$ cat config.mk
export PLATFORM = sky130hd
export DESIGN_NAME = raf_regs
export DESIGN_NICKNAME = d
export VERILOG_FILES = /design/src/hw/raf_pkg.sv /design/src/hw/raf_field_match.sv /design/src/hw/raf_regs.sv
export SDC_FILE = /design/constraint.sdc
export NUM_CORES = 1
export LEC_CHECK = 0
export BUFFER_PORTS_ARGS = -buffer_cell sky130_fd_sc_hd__buf_2
export CORE_MARGIN = 8
export CORE_UTILIZATION = 50
export CTS_CLUSTER_DIAMETER = 60
export CTS_CLUSTER_SIZE = 16
export DETAILED_ROUTE_END_ITERATION = 8
export PLACE_DENSITY = 0.82
export SETUP_SLACK_MARGIN = 0.5
export SYNTH_ARGS = -nofsm -noshare
export SYNTH_HDL_FRONTEND = slang
export SYNTH_SLANG_ARGS = --single-unit
$ cat constraint.sdc
create_clock -name clk -period 1.65 [get_ports clk]
set_input_delay 0.2475 -clock clk [delete_from_list [all_inputs] [get_ports clk]]
set_output_delay 0.2475 -clock clk [all_outputs]
set_load 0.05 [all_outputs]
$ cat src/hw/raf_pkg.sv
package raf_pkg;

  ////////////////////////////////////////////////////////////////////////////
  // Clock and timing
  localparam int unsigned CLK_HZ = 10_000_000;
  localparam int unsigned PULSE_MS = 200;
  localparam int unsigned OSC_CHECK_MS = 5;
  localparam int unsigned XFER_US = 350;
  // Cycle counts; every division rounds down, all exact at 10 MHz
  localparam int unsigned PULSE_CYC = PULSE_MS * (CLK_HZ / 1000);
  localparam int unsigned OSC_CHECK_CYC = OSC_CHECK_MS * (CLK_HZ / 1000);
  localparam int unsigned XFER_CYC = XFER_US * (CLK_HZ / 1000) / 1000;
  localparam int unsigned PULSE_W = 21;
  localparam int unsigned POR_W = 16;
  localparam int unsigned XFER_W = 12;

  ////////////////////////////////////////////////////////////////////////////
  // Register offsets
  localparam logic [3:0] ADDR_FLAGS = 4'h0;
  localparam logic [3:0] ADDR_CENT = 4'h1;
  localparam logic [3:0] ADDR_ASEC = 4'h2;
  localparam logic [3:0] ADDR_AMIN = 4'h3;
  localparam logic [3:0] ADDR_AHOUR = 4'h4;
  localparam logic [3:0] ADDR_ADATE = 4'h5;

  ////////////////////////////////////////////////////////////////////////////
  // Field positions
  localparam int unsigned WDF_BIT = 7;
  localparam int unsigned AF_BIT = 6;
  localparam int unsigned PF_BIT = 5;
  localparam int unsigned OSCILLATOR_FAIL_FLAG_BIT = 4;
  localparam int unsigned CAL_BIT = 2;
  localparam int unsigned WEN_BIT = 1;
  localparam int unsigned HOLD_BIT = 0;
  localparam int unsigned IGNORE_BIT = 7;

  ////////////////////////////////////////////////////////////////////////////
  // Reset values and limits
  localparam logic [7:0] ALARM_RST = 8'h80;
  localparam logic [7:0] CENT_RST = 8'h00;
  localparam logic [7:0] FLAGS_RST = 8'h00;
  localparam logic [7:0] READ_ZERO = 8'h00;
  localparam logic [3:0] BCD_MAX = 4'h9;

endpackage

$ cat src/hw/raf_field_match.sv
// One alarm field: hit when ignored or when the value equals the time
module raf_field_match
  import raf_pkg::*;
(
  input wire logic [7:0] alarm_val,
  input wire logic [6:0] cur_val,
  output logic hit
);

  // Ignore bit set means this field never blocks a match
  assign hit = alarm_val[IGNORE_BIT] | (alarm_val[6:0] == cur_val);

endmodule

$ cat src/hw/raf_regs.sv
// Contract
// - Polarity bit: high drive or open-drain low
// - Pulse mode 200 ms, level until flags read
// - Alarm field bit 7 set ignores field
// - Power-up: oscillator enabled but not running sets fail flag
// - Fail flag kept; only host write clears
// - Fail flag clear shows after transfer delay
// - Write-enable bit freezes counters, opens writes
// - Clearing write-enable loads counters within delay, only if time was written
// - Write-enable bit zero after power-up
// - Hold bit keeps time stable while reading
// - Event flags set by events, cleared on read
// - Flags register powers up as zero except the fail flag, which is kept or set if backup was lost
module raf_regs
  import raf_pkg::*;
#(
  parameter int unsigned PULSE_CYCLES = PULSE_CYC,
  parameter int unsigned OSC_CHECK_CYCLES = OSC_CHECK_CYC
)
(
  input wire logic clk,
  input wire logic rst,
  input wire logic backup_lost,
  input wire logic [3:0] reg_addr,
  input wire logic reg_wr,
  input wire logic reg_rd,
  input wire logic [7:0] reg_wdata,
  output logic [7:0] reg_rdata,
  input wire logic watchdog_timeout,
  input wire logic supply_fail,
  input wire logic second_tick,
  input wire logic [6:0] cur_second,
  input wire logic [6:0] cur_minute,
  input wire logic [6:0] cur_hour,
  input wire logic [6:0] cur_date,
  input wire logic time_written,
  input wire logic osc_enable,
  input wire logic osc_running,
  input wire logic watchdog_int_en,
  input wire logic alarm_int_en,
  input wire logic supply_int_en,
  input wire logic polarity_select,
  input wire logic pulse_level_select,
  output logic freeze_counters,
  output logic counters_load,
  output logic hold_snapshot,
  output logic cal_output_en,
  output logic int_out,
  output logic int_oe
);

  ////////////////////////////////////////////////////////////////////////////
  // State
  typedef struct packed {
    logic [7:0] cent;
    logic [7:0] asec;
    logic [7:0] amin;
    logic [7:0] ahour;
    logic [7:0] adate;
    logic watchdog_expired_flag;
    logic af;
    logic pf;
    logic oscillator_fail_flag;
    logic cal;
    logic wr_en;
    logic rd_hold;
    logic [7:0] rdata;
    logic pulse_on;
    logic [PULSE_W-1:0] pulse_cnt;
    logic por_done;
    logic [POR_W-1:0] por_cnt;
    logic oclr_busy;
    logic [XFER_W-1:0] oclr_cnt;
    logic xfer_busy;
    logic [XFER_W-1:0] xfer_cnt;
    logic dirty;
    logic load;
  } raf_state_s;

  localparam logic [PULSE_W-1:0] PULSE_LAST = PULSE_W'(PULSE_CYCLES - 1);
  localparam logic [POR_W-1:0] POR_LAST = POR_W'(OSC_CHECK_CYCLES - 1);
  localparam logic [XFER_W-1:0] XFER_LAST = XFER_W'(XFER_CYC - 1);

  raf_state_s s_r;
  raf_state_s s_nxt;
  logic [3:0] field_hit;
  logic alarm_match;
  logic flags_rd;
  logic flags_wr;
  logic alarm_set;
  logic wd_set;
  logic pf_set;
  logic any_set;
  logic int_active;
  logic [7:0] flags_view;
  logic [7:0] rd_mux;

  ////////////////////////////////////////////////////////////////////////////
  // Alarm comparison, one matcher per field
  raf_field_match u_m_sec (
    .alarm_val(s_r.asec),
    .cur_val(cur_second),
    .hit(field_hit[0])
  );
  raf_field_match u_m_min (
    .alarm_val(s_r.amin),
    .cur_val(cur_minute),
    .hit(field_hit[1])
  );
  raf_field_match u_m_hour (
    .alarm_val(s_r.ahour),
    .cur_val(cur_hour),
    .hit(field_hit[2])
  );
  raf_field_match u_m_date (
    .alarm_val(s_r.adate),
    .cur_val(cur_date),
    .hit(field_hit[3])
  );

  // Match is judged once per second so one hit gives one event
  assign alarm_match = second_tick & (&field_hit);

  // Events only reach their flag while enabled
  assign alarm_set = alarm_match & alarm_int_en;
  assign wd_set = watchdog_timeout & watchdog_int_en;
  assign pf_set = supply_fail & supply_int_en;
  assign any_set = alarm_set | wd_set | pf_set;

  assign flags_rd = reg_rd & (reg_addr == ADDR_FLAGS);
  assign flags_wr = reg_wr & (reg_addr == ADDR_FLAGS);

  ////////////////////////////////////////////////////////////////////////////
  // Read mux; unmapped offsets read as zero
  always_comb
  begin
    flags_view = FLAGS_RST;
    flags_view[WDF_BIT] = s_r.watchdog_expired_flag;
    flags_view[AF_BIT] = s_r.af;
    flags_view[PF_BIT] = s_r.pf;
    flags_view[OSCILLATOR_FAIL_FLAG_BIT] = s_r.oscillator_fail_flag;
    flags_view[CAL_BIT] = s_r.cal;
    flags_view[WEN_BIT] = s_r.wr_en;
    flags_view[HOLD_BIT] = s_r.rd_hold;
    unique case (reg_addr)
      ADDR_FLAGS: rd_mux = flags_view;
      ADDR_CENT: rd_mux = s_r.cent;
      ADDR_ASEC: rd_mux = s_r.asec;
      ADDR_AMIN: rd_mux = s_r.amin;
      ADDR_AHOUR: rd_mux = s_r.ahour;
      ADDR_ADATE: rd_mux = s_r.adate;
      default: rd_mux = READ_ZERO;
    endcase
  end

  ////////////////////////////////////////////////////////////////////////////
  // Next state
  always_comb
  begin
    s_nxt = s_r;
    s_nxt.load = 1'b0;
    if (reg_rd)
    begin
      s_nxt.rdata = rd_mux;
    end

    // Pulse timer runs out on its own
    if (s_r.pulse_on)
    begin
      if (s_r.pulse_cnt == PULSE_LAST)
      begin
        s_nxt.pulse_on = 1'b0;
      end
      else
      begin
        s_nxt.pulse_cnt = PULSE_W'(s_r.pulse_cnt + 1'b1);
      end
    end

    // Reading flags clears the three event flags and cuts a running pulse short
    if (flags_rd)
    begin
      s_nxt.watchdog_expired_flag = 1'b0;
      s_nxt.af = 1'b0;
      s_nxt.pf = 1'b0;
      s_nxt.pulse_on = 1'b0;
    end

    // Set after clear so an event in the read cycle is not lost
    if (wd_set)
    begin
      s_nxt.watchdog_expired_flag = 1'b1;
    end
    if (alarm_set)
    begin
      s_nxt.af = 1'b1;
    end
    if (pf_set)
    begin
      s_nxt.pf = 1'b1;
    end
    if (any_set && pulse_level_select)
    begin
      s_nxt.pulse_on = 1'b1;
      s_nxt.pulse_cnt = '0;
    end

    // Delayed clear of the oscillator fail flag
    if (s_r.oclr_busy)
    begin
      if (s_r.oclr_cnt == XFER_LAST)
      begin
        s_nxt.oclr_busy = 1'b0;
        s_nxt.oscillator_fail_flag = 1'b0;
      end
      else
      begin
        s_nxt.oclr_cnt = XFER_W'(s_r.oclr_cnt + 1'b1);
      end
    end

    // Start-up window: oscillator must run by its end
    if (!s_r.por_done)
    begin
      if (s_r.por_cnt == POR_LAST)
      begin
        s_nxt.por_done = 1'b1;
        if (osc_enable && !osc_running)
        begin
          s_nxt.oscillator_fail_flag = 1'b1;
          s_nxt.oclr_busy = 1'b0;
        end
      end
      else
      begin
        s_nxt.por_cnt = POR_W'(s_r.por_cnt + 1'b1);
      end
    end

    // Counter transfer after write-enable drops
    if (s_r.xfer_busy)
    begin
      if (s_r.xfer_cnt == XFER_LAST)
      begin
        s_nxt.xfer_busy = 1'b0;
        s_nxt.load = s_r.dirty;
        s_nxt.dirty = 1'b0;
      end
      else
      begin
        s_nxt.xfer_cnt = XFER_W'(s_r.xfer_cnt + 1'b1);
      end
    end
    if (time_written && s_r.wr_en)
    begin
      s_nxt.dirty = 1'b1;
    end

    // Flags register is writable at any time
    if (flags_wr)
    begin
      s_nxt.cal = reg_wdata[CAL_BIT];
      s_nxt.wr_en = reg_wdata[WEN_BIT];
      s_nxt.rd_hold = reg_wdata[HOLD_BIT];
      if (!reg_wdata[OSCILLATOR_FAIL_FLAG_BIT] && s_r.oscillator_fail_flag && !s_r.oclr_busy)
      begin
        s_nxt.oclr_busy = 1'b1;
        s_nxt.oclr_cnt = '0;
      end
      if (s_r.wr_en && !reg_wdata[WEN_BIT])
      begin
        s_nxt.xfer_busy = 1'b1;
        s_nxt.xfer_cnt = '0;
      end
    end

    // Other registers only take writes while write-enable is set
    if (reg_wr && s_r.wr_en)
    begin
      unique case (reg_addr)
        ADDR_CENT:
        begin
          // A non-BCD digit is refused rather than stored
          if (reg_wdata[7:4] <= BCD_MAX && reg_wdata[3:0] <= BCD_MAX)
          begin
            s_nxt.cent = reg_wdata;
          end
        end
        ADDR_ASEC: s_nxt.asec = reg_wdata;
        ADDR_AMIN: s_nxt.amin = reg_wdata;
        ADDR_AHOUR: s_nxt.ahour = reg_wdata;
        ADDR_ADATE: s_nxt.adate = reg_wdata;
        default: s_nxt.cent = s_nxt.cent;
      endcase
    end
  end

  ////////////////////////////////////////////////////////////////////////////
  // Registers; the fail flag survives reset and is set if backup was lost
  always_ff @(posedge clk)
  begin
    if (rst)
    begin
      s_r <= '0;
      s_r.cent <= CENT_RST;
      s_r.asec <= ALARM_RST;
      s_r.amin <= ALARM_RST;
      s_r.ahour <= ALARM_RST;
      s_r.adate <= ALARM_RST;
      s_r.wr_en <= 1'b0;
      s_r.watchdog_expired_flag <= FLAGS_RST[WDF_BIT];
      s_r.af <= FLAGS_RST[AF_BIT];
      s_r.pf <= FLAGS_RST[PF_BIT];
      s_r.oscillator_fail_flag <= backup_lost | s_r.oscillator_fail_flag;
    end
    else
    begin
      s_r <= s_nxt;
    end
  end

  ////////////////////////////////////////////////////////////////////////////
  // Outputs; counters stay frozen until the transfer finishes
  assign reg_rdata = s_r.rdata;
  assign freeze_counters = s_r.wr_en | s_r.xfer_busy;
  assign counters_load = s_r.load;
  assign hold_snapshot = s_r.rd_hold;
  assign cal_output_en = s_r.cal;

  // Enables gate the level so disabling a source drops the pin
  assign int_active = pulse_level_select ? s_r.pulse_on :
    ((s_r.watchdog_expired_flag & watchdog_int_en) | (s_r.af & alarm_int_en) |
     (s_r.pf & supply_int_en));
  // Open-drain mode only ever pulls low
  assign int_out = polarity_select ? int_active : 1'b0;
  assign int_oe = polarity_select ? 1'b1 : int_active;
endmodule
==> impl_metrics.yaml <==
hold_path:
  min_path_cells: 3
  worstHoldStart: "reg_wdata[3]"
  min_to: "s_r[85]"
  hold_path_class: "in2reg"
clock_network:
  htreeDepth: 4
  insertion_delay_ns: 0.44
  cts_buffers: 17
  clock_sinks: 122
  hold_buffers: 0
  cts_root_buf: "clkbuf_16"
  clockBufferDepth: 2
  path_clk_slew_ns: 0.06
  cts_tree: "yes"
place:
  hpwl_microns: 12900
  placed_cell_area_sq_mm: 0.00783
  gp_congestion: 0.910
  io_buffers: 69
timing:
  hold_violations: 0
  worstMarginPinSlew_ns: 0.627
  setup_violations: 49
  slew_headroom_pct: 57.0
  min_period_over_period_pct: 126
  tns_ns: -11.33
  fmax_ghz: 0.480
  fin_ws_ns: -0.433
  drv_slew: 0
  skew_ns: 0.0142
  rsz0062_at_grt: "true"
  period_needed_ns: 2.08
synthesis:
  synth_fa_ha_area_share_pct: 0.828
  async_reset_ff_share_pct: 0
  ys.flop_type: "dfxtp_1"
  synth_edf_count: 0
  synth_xor_xnor_area_share_pct: 11.2
  yosys_warnings: 0
  synthSimpleGateAreaFrac_pct: 21.9
  ys_ff_latch: 122
  synth.area.mux_share_pct: 6.98
  avgSynthCellArea_sq_um: 8.95
  synth_area_sq_mm: 0.00604
  synth_nets: 735
  synth_top_family_by_area: "simple AND/OR/NAND/NOR gates"
  seq_area_frac_synth_pct: 40.4
  synth_cells: 675
  synth_compound_area_share_pct: 15.0
  synth_cell_type_count: 67
detailed_routing:
  postRouteAntennaNets: 0
  wl_per_cell_microns: 28.6
  num_vias: 7424
  drt_first_pass_iters: 6
  drtIter0Drc: 1081
  wl_microns: 30500
  drc: 0
  vias_per_cell: 6.96
worst_setup_path:
  critPathSlowestCell: "nor4_4"
  reg2reg_depth: 8
  max_stage_delay_ns: 0.37
  crit_path_frequent_cell: "buf_4"
  r2r-end: "s_r[51]"
  cp-end-kind: "flop"
  cp.required_ns: 1.95
  crit_arrival_ns: 2.38
  worstSetupStartpointType: "flop"
  crit_chain: "xor2_2, nor4_2, a32oi_2, buf_4, nor4_4, buf_4, clkbuf_16, a211oi_2"
  critical_path_class: "reg2reg"
  r2r_setup_slack_ns: -0.43
  cp_max_fo: 5
  reg2reg_from: "s_r[110]"
final_layout:
  final_area_sq_mm: 0.0103
  final_net_count: 966
  diodes: 0
  fill_cells: 487
  ff_latch_area_sq_mm: 0.00256
  area_growth_pct: 69.8
  drive_above_1_share_pct: 59.7
  final_core_util_pct: 86.2
  multiInputGateArea_sq_mm: 0.00465
floorplanning:
  die_area_sq_mm: 0.0159
  initial_core_util_pct: 50.7
  std_cell_rows: 40
  io_pins: 70
  die_h_microns: 126
  fp.dieW_microns: 126
  core_sq_mm: 0.0119
pwr:
  ir_drop_uv: 1050
  p_leak_uw: 0.00382
  power.density_mw_per_mm2: 746
global_routing:
  grt_antenna_before_repair: 1
  grt_pass1_wl_microns: 37400
  grt_pass1_vias: 7193
  grt_max_degree: 35
  grt_usage_pct: 29.6
  overflow: 0
run_status:
  outcome: "finished, violations left"
  violations: "negative setup slack"
job:
  cap_violations: 0
==> cells in the mapped netlist, drive strengths merged (4+ instances only) <==
master  number  area, sq um
dfxtp      122         2440
nor2        82          308
nand2       57          214
mux2i       41          410
xor2        41          359
xnor2       36          315
a21oi       27          135
a211oi      23          183
nand3       22          110
o21ai       22          110
clkbuf      20         75.1
buf         18          119
nor3        16          103
nor4        16          100
nand4       15          100
a22oi        9         67.6
o22ai        8         50.1
a221o        7         70.1
and4         7         63.8
inv          7         26.3
nor2b        6         37.5
a211o        5         43.8
and3         5         31.3
o211ai       5         37.5
a41oi        4         35.0
and2         4         25.0
ha           4         50.1
nor4b        4         47.6
or2          4         25.0
==> sequential cells by signal (all words and copies together), names as in the netlist <==
name / flops
counters_load: 1
cal_output_en: 1
s_r: 106
reg_rdata: 8
hold_snapshot: 1
flags_view: 5
==> area by class of cell <==
cell class                      count  area share, %
Clock buffer                       18           4.39
Clock inverter                     14           1.57
Inverter                            8          0.329
Multi-Input combinational cell    507           45.3
Sequential cell                   122           25.0
Tap cell                          147           1.79
Timing Repair Buffer              250           21.6
==> kinds of logic after synthesis <==
kind of cell,Yosys count
mux,42
buf+inv,46
simple gates,258
compound gates,126
flops,122
fa+ha+maj,4
xor+xnor,77
==> worst max path at each step <==
stage              end  slack (ns)          start
6_report       s_r[51]       -0.43       s_r[110]
5_1_grt        s_r[51]       -0.47       s_r[110]
4_1_cts        s_r[66]       -0.27        s_r[82]
3_5_place_dp   s_r[66]       -0.43  cur_minute[1]
3_3_place_gp   s_r[66]       -0.35    cur_hour[5]
2_1_floorplan  s_r[66]       -0.05        s_r[99]
==> routing by layer <==
metal,part of all wire (%),routed length (microns),track usage [%]
met1,32,9770,30.1
met2,46,14100,50.5
met3,12,3650,8.10
met4,9.7,2940,23.7
met5,0.039,12,0
==> layout by cell type (no fill, tap or decap), drive strengths merged, types with 23 or more instances in the layout <==
master    n
buf     249
dfxtp   122
nor2     82
nand2    57
xor2     41
mux2i    41
xnor2    36
a21oi    27
a211oi   23
==> critical path, delay by kind of cell (launching register included) <==
family                 cells  cell delay [ns]
AO/OA/AOI/OAI              2             0.20
XOR/XNOR                   1             0.14
buffers and inverters      3             0.56
flip-flops                 1             0.36
AND/OR/NAND/NOR            2             0.68
==> power by group <==
part / internal, uW / switching (uW) / leakage, uW / total (uW)
combinational: 300 / 415 / 0.00251 / 715
sequential: 2940 / 20.3 / 0.00102 / 2960
clock: 2340 / 1640 / 0.000301 / 3980
total: 5580 / 2070 / 0.00382 / 7660
==> stage by stage <==
| step | setup WS [ns] | power [uW] | hold slack [ns] | cells |
|---|---|---|---|---|
| floorplan | -0.0455 | 3310 | 0.340 | 675 |
| finish | -0.433 | 7660 | 0.142 | 1066 |
| CTS | -0.268 | 7400 | 0.0831 | 1032 |
| global placement | -0.346 | 3510 | 0.465 | 972 |
| detailed placement | -0.428 | 3530 | 0.476 | 972 |
| global route | -0.467 | 7760 | 0.143 | 1066 |
==> timing repair <==
| item | CTS | global route |
|---|---|---|
| setup buffers | 26 | 32 |
| setup endpoints to repair | 128 | 135 |
| cloned | 2 | 2 |
| pin swaps | 76 | 76 |
| gates resized for setup | 213 | 120 |
(Power assumes the default switching activity.)
